## src/adcsq_map.vh

```
`ifndef ADCSQ_MAP_VH
`define ADCSQ_MAP_VH

// core clock rate and conversion of times into whole cycles
`define ADCSQ_CLK_MHZ 200
`define ADCSQ_CYC_MIN(ns) ((((ns) * `ADCSQ_CLK_MHZ) + 999) / 1000)

// control word and readout layout
`define ADCSQ_CW_BITS 8
`define ADCSQ_CW_VALID_BIT 7
`define ADCSQ_CFG_BITS 7
`define ADCSQ_RESULT_BITS 16
`define ADCSQ_RD_BITS 24
`define ADCSQ_SEQ_DEPTH 16
`define ADCSQ_RESET_CFG 7'h00
`define ADCSQ_RESET_DEPTH 5'h01

// timing as specified for this core, in ns except the wake time in ms
`define ADCSQ_T_CONV_NS 625
`define ADCSQ_T_ACQ_NS 375
`define ADCSQ_MUX_RESET_DELAY_AFTER_CONVERT_NS 20
`define ADCSQ_MUX_RESET_DURATION_CONVERT_NS 60
`define ADCSQ_MUX_RESET_DELAY_AFTER_WORD_NS 20
`define ADCSQ_MUX_RESET_DURATION_WORD_NS 60
`define ADCSQ_T_WAKE_MS 1

// derived cycle counts
`define ADCSQ_CONV_CYC `ADCSQ_CYC_MIN(`ADCSQ_T_CONV_NS)
`define ADCSQ_ACQ_CYC `ADCSQ_CYC_MIN(`ADCSQ_T_ACQ_NS)
`define ADCSQ_CNVMRST_CYC `ADCSQ_CYC_MIN(`ADCSQ_MUX_RESET_DELAY_AFTER_CONVERT_NS)
`define ADCSQ_MRST1_CYC `ADCSQ_CYC_MIN(`ADCSQ_MUX_RESET_DURATION_CONVERT_NS)
`define ADCSQ_VLDMRST_CYC `ADCSQ_CYC_MIN(`ADCSQ_MUX_RESET_DELAY_AFTER_WORD_NS)
`define ADCSQ_MRST2_CYC `ADCSQ_CYC_MIN(`ADCSQ_MUX_RESET_DURATION_WORD_NS)
`define ADCSQ_WAKE_CYC (`ADCSQ_T_WAKE_MS * 1000 * `ADCSQ_CLK_MHZ)

`endif

```

## src/adcsq_sync.v

```verilog
`timescale 1ns/10ps
module adcsq_sync #(
   parameter WIDTH = 4
) (
   input wire clk_sys,
   input wire rstn,
   input wire [WIDTH-1:0] async_in,
   output reg [WIDTH-1:0] sync_q
);
   reg [WIDTH-1:0] meta_q;

   // first stage is read only by the second stage
   always @(posedge clk_sys or negedge rstn) begin
      if (!rstn) begin
         meta_q <= {WIDTH{1'b0}};
         sync_q <= {WIDTH{1'b0}};
      end else begin
         meta_q <= async_in;
         sync_q <= meta_q;
      end
   end
endmodule

```

## src/adcsq_mux_timer.v

```verilog
`timescale 1ns/10ps
module adcsq_mux_timer #(
   parameter DELAY_CYC = 4,
   parameter DUR_CYC = 12,
   parameter CW = 16
) (
   input wire clk_sys,
   input wire rstn,
   input wire start,
   output reg mux_off_q,
   output reg done_q
);
   localparam ST_IDLE = 3'b001;
   localparam ST_WAIT = 3'b010;
   localparam ST_DISCH = 3'b100;
   localparam integer DLY_LAST_I = DELAY_CYC - 1;
   localparam integer DUR_LAST_I = DUR_CYC - 1;
   localparam [CW-1:0] DLY_LAST = DLY_LAST_I[CW-1:0];
   localparam [CW-1:0] DUR_LAST = DUR_LAST_I[CW-1:0];

   reg [2:0] st_q;
   reg [CW-1:0] cnt_q;

   // a new start restarts the whole delay, so the later request sets the timing
   always @(posedge clk_sys or negedge rstn) begin
      if (!rstn) begin
         st_q <= ST_IDLE;
         cnt_q <= {CW{1'b0}};
         mux_off_q <= 1'b0;
         done_q <= 1'b0;
      end else begin
         done_q <= 1'b0;
         if (start) begin
            st_q <= ST_WAIT;
            cnt_q <= DLY_LAST;
            mux_off_q <= 1'b0;
         end else begin
            case (st_q)
               ST_IDLE: begin
                  cnt_q <= {CW{1'b0}};
               end
               ST_WAIT: begin
                  if (cnt_q == {CW{1'b0}}) begin
                     st_q <= ST_DISCH;
                     cnt_q <= DUR_LAST;
                     mux_off_q <= 1'b1;
                  end else begin
                     cnt_q <= cnt_q - 1'b1;
                  end
               end
               ST_DISCH: begin
                  if (cnt_q == {CW{1'b0}}) begin
                     st_q <= ST_IDLE;
                     mux_off_q <= 1'b0;
                     done_q <= 1'b1;
                  end else begin
                     cnt_q <= cnt_q - 1'b1;
                  end
               end
               default: begin
                  st_q <= ST_IDLE;
                  mux_off_q <= 1'b0;
               end
            endcase
         end
      end
   end
endmodule

```

## src/adcsq_ctrl.v

```verilog
`timescale 1ns/10ps
`include "adcsq_map.vh"
module adcsq_ctrl #(
   parameter WAKE_CYC = `ADCSQ_WAKE_CYC,
   parameter CONV_CYC = `ADCSQ_CONV_CYC,
   parameter ACQ_CYC = `ADCSQ_ACQ_CYC
) (
   input wire clk_sys,
   input wire rstn,
   input wire convert_strobe,
   input wire sck,
   input wire sdi,
   input wire serial_bus_disable,
   input wire [`ADCSQ_RESULT_BITS-1:0] core_result,
   output reg busy_q,
   output reg sdo_q,
   output reg sdo_oe_q,
   output reg mux_reset_q,
   output reg [`ADCSQ_CFG_BITS-1:0] mux_cfg_q,
   output reg core_nap_q,
   output reg sleep_q,
   output reg [4:0] seq_depth_q
);

   // counts are worked out at full width, then cut to the counter width on purpose
   localparam integer FULL_DEPTH_I = `ADCSQ_SEQ_DEPTH;
   localparam integer LAST_BIT_I = `ADCSQ_CW_BITS - 1;
   localparam integer CONV_LAST_I = CONV_CYC - 1;
   localparam integer ACQ_LAST_I = ACQ_CYC - 1;
   localparam integer WAKE_LAST_I = WAKE_CYC - 1;

   // limitation: conversion and acquisition counters span at most 256 cycles,
   // the wake counter at most 262144; larger settings need wider counters
   localparam [4:0] FULL_DEPTH = FULL_DEPTH_I[4:0];
   localparam [2:0] LAST_BIT = LAST_BIT_I[2:0];
   localparam [7:0] CONV_LAST = CONV_LAST_I[7:0];
   localparam [7:0] ACQ_LAST = ACQ_LAST_I[7:0];
   localparam [17:0] WAKE_LAST = WAKE_LAST_I[17:0];


   // next slot of the sequence, wrapping after the last programmed entry
   function [3:0] next_slot;
      input [3:0] cur;
      input [4:0] depth;
      begin
         if ({1'b0, cur} + 5'h01 >= depth) begin
            next_slot = 4'h0;
         end else begin
            next_slot = cur + 4'h1;
         end
      end
   endfunction

   wire [3:0] pins_s;
   wire sck_s;
   wire sdi_s;
   wire cnv_s;
   wire dis_s;
   reg sck_prev_q;
   reg cnv_prev_q;
   wire sck_rise;
   wire sck_fall;
   wire cnv_rise;
   wire bus_en;
   wire conv_end;

   reg [`ADCSQ_CFG_BITS-1:0] seq_mem [0:`ADCSQ_SEQ_DEPTH-1];
   reg [3:0] ptr_q;
   reg [7:0] conv_cnt_q;
   reg [7:0] acq_cnt_q;
   reg acq_ok_q;
   reg [17:0] wake_cnt_q;
   reg waking_q;
   reg [`ADCSQ_CFG_BITS-1:0] conv_cfg_q;
   reg conv_first_q;
   reg [`ADCSQ_RD_BITS-1:0] out_sr_q;
   reg [`ADCSQ_RD_BITS-1:0] out_sr_d;
   reg [`ADCSQ_CW_BITS-2:0] in_sr_q;
   reg [2:0] bit_cnt_q;
   reg win_open_q;
   reg prog_seen_q;
   reg cnv_since_sck_q;
   reg sleep_req_q;
   reg conv_start;
   reg word_done;
   reg first_word;
   wire conv_mux_off;
   wire word_mux_off;
   wire conv_mux_done;
   wire word_mux_done;
   wire [`ADCSQ_CW_BITS-1:0] word_in;
   integer i;


   // the disable pin travels inverted, so the synchroniser's cleared state
   // reads as a disabled port and sdo stays off right after reset
   adcsq_sync #(
      .WIDTH(4)
   ) u_sync (
      .clk_sys(clk_sys),
      .rstn(rstn),
      .async_in({~serial_bus_disable, convert_strobe, sdi, sck}),
      .sync_q(pins_s)
   );

   assign sck_s = pins_s[0];
   assign sdi_s = pins_s[1];
   assign cnv_s = pins_s[2];
   assign dis_s = ~pins_s[3];
   assign sck_rise = sck_s & ~sck_prev_q;
   assign sck_fall = ~sck_s & sck_prev_q;
   assign cnv_rise = cnv_s & ~cnv_prev_q;
   assign bus_en = ~dis_s;
   assign word_in = {in_sr_q, sdi_s};

   // last busy cycle: readout reload, window reopen and sleep entry share it
   assign conv_end = busy_q && (conv_cnt_q == 8'h00);


   always @* begin
      conv_start = 1'b0;
      word_done = 1'b0;
      first_word = 1'b0;
      // conversions need acquisition done, no conversion running, awake
      if (cnv_rise && !busy_q && acq_ok_q && !sleep_q && !waking_q) begin
         conv_start = 1'b1;
      end
      // programming only while not busy and the window is open
      if (bus_en && sck_rise && !busy_q && win_open_q && bit_cnt_q == LAST_BIT) begin
         word_done = 1'b1;
         first_word = ~prog_seen_q;
      end
   end

   adcsq_mux_timer #(
      .DELAY_CYC(`ADCSQ_CNVMRST_CYC),
      .DUR_CYC(`ADCSQ_MRST1_CYC),
      .CW(16)
   ) u_conv_mux (
      .clk_sys(clk_sys),
      .rstn(rstn),
      .start(conv_start),
      .mux_off_q(conv_mux_off),
      .done_q(conv_mux_done)
   );

   adcsq_mux_timer #(
      .DELAY_CYC(`ADCSQ_VLDMRST_CYC),
      .DUR_CYC(`ADCSQ_MRST2_CYC),
      .CW(16)
   ) u_word_mux (
      .clk_sys(clk_sys),
      .rstn(rstn),
      .start(word_done & first_word),
      .mux_off_q(word_mux_off),
      .done_q(word_mux_done)
   );

   // readout shift register: loaded at busy fall, shifted on sck fall
   always @* begin
      out_sr_d = out_sr_q;
      // reload wins over a shift: a stray sck fall at busy end must not eat the msb
      if (conv_end) begin
         out_sr_d = {core_result, conv_first_q, conv_cfg_q};
      end else if (bus_en && sck_fall && !busy_q) begin
         out_sr_d = {out_sr_q[`ADCSQ_RD_BITS-2:0], 1'b0};
      end
   end

   // conversion timing, acquisition after reset, readout and pin outputs
   always @(posedge clk_sys or negedge rstn) begin
      if (!rstn) begin
         sck_prev_q <= 1'b0;
         cnv_prev_q <= 1'b0;
         busy_q <= 1'b0;
         conv_cnt_q <= 8'h00;
         acq_cnt_q <= 8'h00;
         acq_ok_q <= 1'b0;
         core_nap_q <= 1'b1;
         conv_cfg_q <= `ADCSQ_RESET_CFG;
         conv_first_q <= 1'b1;
         out_sr_q <= {`ADCSQ_RD_BITS{1'b0}};
         sdo_q <= 1'b0;
         sdo_oe_q <= 1'b0;
         mux_reset_q <= 1'b0;
         mux_cfg_q <= `ADCSQ_RESET_CFG;
      end else begin
         sck_prev_q <= sck_s;
         cnv_prev_q <= cnv_s;
         out_sr_q <= out_sr_d;
         // pin is loaded from the next msb, so it changes in the same cycle as the shift register
         sdo_q <= out_sr_d[`ADCSQ_RD_BITS-1];
         sdo_oe_q <= bus_en;
         mux_reset_q <= conv_mux_off | word_mux_off;
         if (!acq_ok_q) begin
            if (acq_cnt_q == ACQ_LAST) begin
               acq_ok_q <= 1'b1;
            end else begin
               acq_cnt_q <= acq_cnt_q + 8'h01;
            end
         end
         if (conv_start) begin
            busy_q <= 1'b1;
            core_nap_q <= 1'b0;
            conv_cnt_q <= CONV_LAST;
            conv_cfg_q <= seq_mem[ptr_q];
            conv_first_q <= (ptr_q == 4'h0);
         end else if (busy_q) begin
            if (conv_cnt_q == 8'h00) begin
               busy_q <= 1'b0;
               core_nap_q <= 1'b1;
            end else begin
               conv_cnt_q <= conv_cnt_q - 8'h01;
            end
         end
         // the mux joins whatever slot the pointer names when it reconnects
         if (conv_mux_done || word_mux_done) begin
            mux_cfg_q <= seq_mem[ptr_q];
         end
      end
   end

   // sequencer memory, pointer and programming window
   always @(posedge clk_sys or negedge rstn) begin
      if (!rstn) begin
         for (i = 0; i < `ADCSQ_SEQ_DEPTH; i = i + 1) begin
            seq_mem[i] <= `ADCSQ_RESET_CFG;
         end
         seq_depth_q <= `ADCSQ_RESET_DEPTH;
         ptr_q <= 4'h0;
         in_sr_q <= {(`ADCSQ_CW_BITS-1){1'b0}};
         bit_cnt_q <= 3'h0;
         win_open_q <= 1'b1;
         prog_seen_q <= 1'b0;
      end else begin
         if (conv_start) begin
            win_open_q <= 1'b0;
            ptr_q <= next_slot(ptr_q, seq_depth_q);
         end else if (conv_end) begin
            // a fresh window forgets any partial word left from the last one
            win_open_q <= 1'b1;
            bit_cnt_q <= 3'h0;
            prog_seen_q <= 1'b0;
         end else if (bus_en && sck_rise && !busy_q && win_open_q) begin
            in_sr_q <= word_in[`ADCSQ_CW_BITS-2:0];
            bit_cnt_q <= bit_cnt_q + 3'h1;
            // valid bit arrives first, so a low first bit ends the series
            if (bit_cnt_q == 3'h0 && !sdi_s) begin
               win_open_q <= 1'b0;
            end
            if (word_done) begin
               bit_cnt_q <= 3'h0;
               if (first_word) begin
                  // whole memory cleared in one cycle; costs a wide write, keeps
                  // stale entries from leaking into a shorter new sequence
                  for (i = 0; i < `ADCSQ_SEQ_DEPTH; i = i + 1) begin
                     seq_mem[i] <= `ADCSQ_RESET_CFG;
                  end
                  seq_mem[0] <= word_in[`ADCSQ_CFG_BITS-1:0];
                  seq_depth_q <= 5'h01;
                  ptr_q <= 4'h0;
                  prog_seen_q <= 1'b1;
               end else begin
                  seq_mem[seq_depth_q[3:0]] <= word_in[`ADCSQ_CFG_BITS-1:0];
                  seq_depth_q <= seq_depth_q + 5'h01;
                  if (seq_depth_q + 5'h01 == FULL_DEPTH) begin
                     win_open_q <= 1'b0;
                  end
               end
            end
         end
      end
   end

   // sleep request, entry and wake; sck edges count here even with the bus off
   always @(posedge clk_sys or negedge rstn) begin
      if (!rstn) begin
         cnv_since_sck_q <= 1'b0;
         sleep_req_q <= 1'b0;
         sleep_q <= 1'b0;
         waking_q <= 1'b0;
         wake_cnt_q <= 18'h00000;
      end else begin
         if (sck_rise) begin
            cnv_since_sck_q <= 1'b0;
            sleep_req_q <= 1'b0;
         end else if (conv_start) begin
            cnv_since_sck_q <= 1'b1;
            if (cnv_since_sck_q) begin
               sleep_req_q <= 1'b1;
            end
         end

         // conv_start cannot fall in a busy cycle, so only the stored request counts
         if (conv_end && sleep_req_q) begin
            sleep_q <= 1'b1;
            sleep_req_q <= 1'b0;
         end else if (sleep_q && sck_rise) begin
            sleep_q <= 1'b0;
            waking_q <= 1'b1;
            wake_cnt_q <= WAKE_LAST;
         end else if (waking_q) begin
            // conversions held off until references have settled
            if (wake_cnt_q == 18'h00000) begin
               waking_q <= 1'b0;
            end else begin
               wake_cnt_q <= wake_cnt_q - 18'h00001;
            end
         end
      end
   end
endmodule

```

## config.mk

```make
export PLATFORM = sky130hd
export DESIGN_NAME = adcsq_ctrl
export DESIGN_NICKNAME = d
export VERILOG_FILES = /design/src/adcsq_sync.v /design/src/adcsq_mux_timer.v /design/src/adcsq_ctrl.v
export VERILOG_INCLUDE_DIRS = /design/src /design/src/src
export SDC_FILE = /design/constraint.sdc
export NUM_CORES = 1
export LEC_CHECK = 0
export BUFFER_PORTS_ARGS = -buffer_cell sky130_fd_sc_hd__buf_2
export CAP_MARGIN = 30
export CORE_MARGIN = 4
export CORE_UTILIZATION = 25
export CTS_BUF_LIST = sky130_fd_sc_hd__clkbuf_4
export CTS_CLUSTER_DIAMETER = 60
export DETAILED_ROUTE_END_ITERATION = 7
export GPL_TIMING_DRIVEN = 1
export SLEW_MARGIN = 20
export SYNTH_ARGS = -nofsm -noshare
export SYNTH_HDL_FRONTEND = slang
export SYNTH_HIERARCHICAL = 1
export SYNTH_SLANG_ARGS = --single-unit
```

## constraint.sdc

```tcl
create_clock -name clk_sys -period 7.6 [get_ports clk_sys]
set_input_delay 0.38 -clock clk_sys [delete_from_list [all_inputs] [get_ports clk_sys]]
set_output_delay 0.38 -clock clk_sys [all_outputs]
set_load 0.05 [all_outputs]
```

==> results.md <==
* Critical path destination: ptr_q[3]
* Die Span X at about 230 µm
* Post-Syn Area at 12700 µm²
* ANT nets after route at 0
* Setup TNS at 0 ns
* DR pass1 iterations at 6
* Initial antenna violation count at 2
* Worst-path clk slew at 0.07 ns
* Port bufs at 39
* Clk_lat worst skew at between 0.7 and 0.8 ns
* CTS tree: built
* Detailed Route WL at around 32000 µm
* RSZ-0062 raised after global routing: no
* Hold WC Path Type: primary input to asynchronous set/reset pin
* Final Hold Vio Count at 0
* Area Growth Syn to Fin at 16.06%
* Leakage at approximately 6.8 nW
* Number of I/O pins at 40
* Core box area at 50170 µm²
* VDD IR max at 79.87 µV
* Setup violators final at 0
* Grt ovf at 0
* Top-count cell post-synth: dfrtp_1
* Yosys reg bits at 264
* Number of global-route vias before repair at roughly 9800
* Final core utilization at 0.2939
* Met2 usage in global routing at 0.1832
* Initial Util at 0.2532
* Crit Path Max Fanout at 20
* Slew Limit Fails at 0
* Yosys top cell area share at 0.5082
* Met1 GRT Util at 0.1609
* Clk root buf: clkbuf_4
* Grt peak-use layer: met2
* Commonest cells post-synth: dfrtp_1, nand2_1, a22o_1
* Sequential share of the synthesized area at 0.5206
* Final worst path period share at 0.3969
* # fillers at ~5200
* Routed vias at between 9000 and 10000
* Clk buf depth at 3
* DRC Markers at 0
* Main flop type after synthesis: dfrtp_1
* Final Net Count at between 1000 and 1500
* Worst r2r src: ptr_q[0]
* Rel. slew slack at 0.3286
* Worst path required time at between 8 and 9 ns
* First-pass GRT wire length at about 53000 µm
* Async set-reset flop share out of synthesis at 1.000
* Max-Cap Viols at 0
* Avg Cell Area, Syn at ~11 µm²
* Wire length per cell at ~16 µm
* GP Congestion at 0.8082
* Setup crit end kind: flop
* Syn Inst Count at 1151
* Grt met3 use at 0.03366
* Synth Net Count at between 1000 and 1500
* H-tree depth at 3
* Worst Max-Slew Pin Slew at between 1 and 1.5 ns
* Synth Warn # at 6
* Setup bufs post-CTS at 0
* R2R setup slack at 4.58 ns
* Pwr Density at ~190 nW/µm²
* CP Data Arrival Time at about 3.7 ns
* Drt initial violations at about 900
* Synth cell types at slightly above 80
* Die height at about 230 µm
* Clock Sinks at 264
* Share of cells above drive strength 1 at 0.1972
* Crit path launch: ptr_q[0]
* Via-to-Cell Ratio at 4.942
* Gr usage total at 0.1185
* Largest net degree at the start of global routing at 180
* Skew final at between 0.06 and 0.07 ns
* Worst reg2reg path depth at 9
* DP Wirelength at a little over 20000 µm
* Tmin final at roughly 3 ns
* Peak Freq at about 330 MHz
* Top post-synthesis cells by area: dfrtp_1, a22o_1, mux4_2
* FF-to-FF End: ptr_q[3]
* Area leader, netlist: dfrtp_1
* Std cell rows at 82
* Status: finished, final reports clean
* EDFF count, synth at 0
* Die ar. at about 54000 µm²
* CTS Buf Count at between 70 and 80
* WS Path Type: flop to flop
* CP Launch Type: flop
[cells in the final DEF (no fill, tap or decap), drive strengths merged, types with 17 or more instances in the layout]
cell type | netlist | layout
and3 | 24 | 24
mux2 | 23 | 23
nor3 | 18 | 18
o21ai | 69 | 69
dlygate4sd3 | 1 | 21
nand2 | 107 | 107
a22o | 105 | 105
a21oi | 38 | 38
nor2 | 59 | 59
dfrtp | 258 | 258
a22oi | 27 | 27
buf | 28 | 52
inv | 33 | 34
clkbuf | 49 | 111
ha | 22 | 22
mux4 | 28 | 28
nand3 | 39 | 39
clkinv | 0 | 17
[flip-flops by register name, summed over array words and instances, names as in the netlist, 3 cells and up]
| name | cells |
|---|---|
| seq_mem | 112 |
| out_sr_q | 24 |
| wake_cnt_q | 18 |
| u_conv_mux/cnt_q | 16 |
| u_word_mux/cnt_q | 16 |
| acq_cnt_q | 8 |
| conv_cnt_q | 8 |
| conv_cfg_q | 7 |
| mux_cfg_q | 7 |
| in_sr_q | 6 |
| seq_depth_q | 5 |
| ptr_q | 4 |
| u_sync/meta_q | 4 |
| u_sync/sync_q | 4 |
| bit_cnt_q | 3 |
| u_conv_mux/st_q | 3 |
| u_word_mux/st_q | 3 |
[stage by stage]
step	setup slack, ns	instances	hold slack, ns	total power [mW]	instance area (µm²)
floorplan	4.721	1151	0.08441	1.484	12700
global placement	4.445	1792	0.3419	1.529	13490
detailed placement	4.662	1793	0.3451	1.531	13530
CTS	4.628	1945	0.1983	2.892	14690
global route	4.419	1952	0.2158	2.984	14740
finish	4.584	1954	0.2233	2.830	14750
[per-layer routing]
metal	up-vias	wire (µm)
li1	4488	-
met5	-	0
met4	0	616
met2	264	14640
met3	51	1760
met1	4853	15060
[where the power goes]
| group | total (mW) | switching [mW] | leakage (nW) | internal, mW |
|---|---|---|---|---|
| combinational | 0.0737 | 0.0503 | 2.64 | 0.0235 |
| clock | 1.32 | 0.620 | 0.561 | 0.698 |
| sequential | 1.44 | 0.0125 | 3.60 | 1.42 |
[kinds of logic (layout without fill, tap and decap cells)]
logic type	Yosys count	after routing	synth area share
muxes	63	63	0.07948
other	0	4	0
xor gates and xnor gates	21	21	0.01448
buffers and inverters	111	238	0.03614
AOI/OAI and AO/OA	315	315	0.1808
DFF	264	264	0.5206
and+or+nand+nor	355	355	0.1468
adders and majority gates	22	22	0.02167
[timing repair]
action | in CTS | in global routing
hold buffers | 21 | 0
gates resized for setup | 0 | 0
hold endpoints to repair | 103 | 0
[worst min path at each step]
stage,start,end,slack (ns)
finish,rstn,ptr_q[3],0.22
global route,rstn,sdo_oe_q,0.22
CTS,rstn,in_sr_q[2],0.20
detailed placement,u_sync/meta_q[0],u_sync/sync_q[0],0.35
global placement,u_sync/meta_q[3],u_sync/sync_q[3],0.34
floorplan,rstn,acq_cnt_q[0],0.08
[worst max-delay path, stage by stage (launching register included)]
cell and delay [ns]:
dfrtp_2 0.81, buf_16 0.24, inv_1 0.09, ha_1 0.32, ha_1 0.27, nand2_1 0.06
o21ai_0 0.07, a221oi_1 0.68, a41oi_1 0.21, a31oi_1 0.18
[final cells by class]
cell class | count | area (µm²) | share of cell area
well taps | 672 | 840.8 | 0.05702
diodes | 4 | 10.01 | 0.0006788
flip-flops and latches | 264 | 6615 | 0.4486
repair buffers | 74 | 556.8 | 0.03776
multi-input cells | 776 | 5648 | 0.3830
clock buffers | 110 | 825.8 | 0.05600
clock inverters | 21 | 125.1 | 0.008485
inverters | 33 | 123.9 | 0.008401
(Power assumes the default switching activity.)
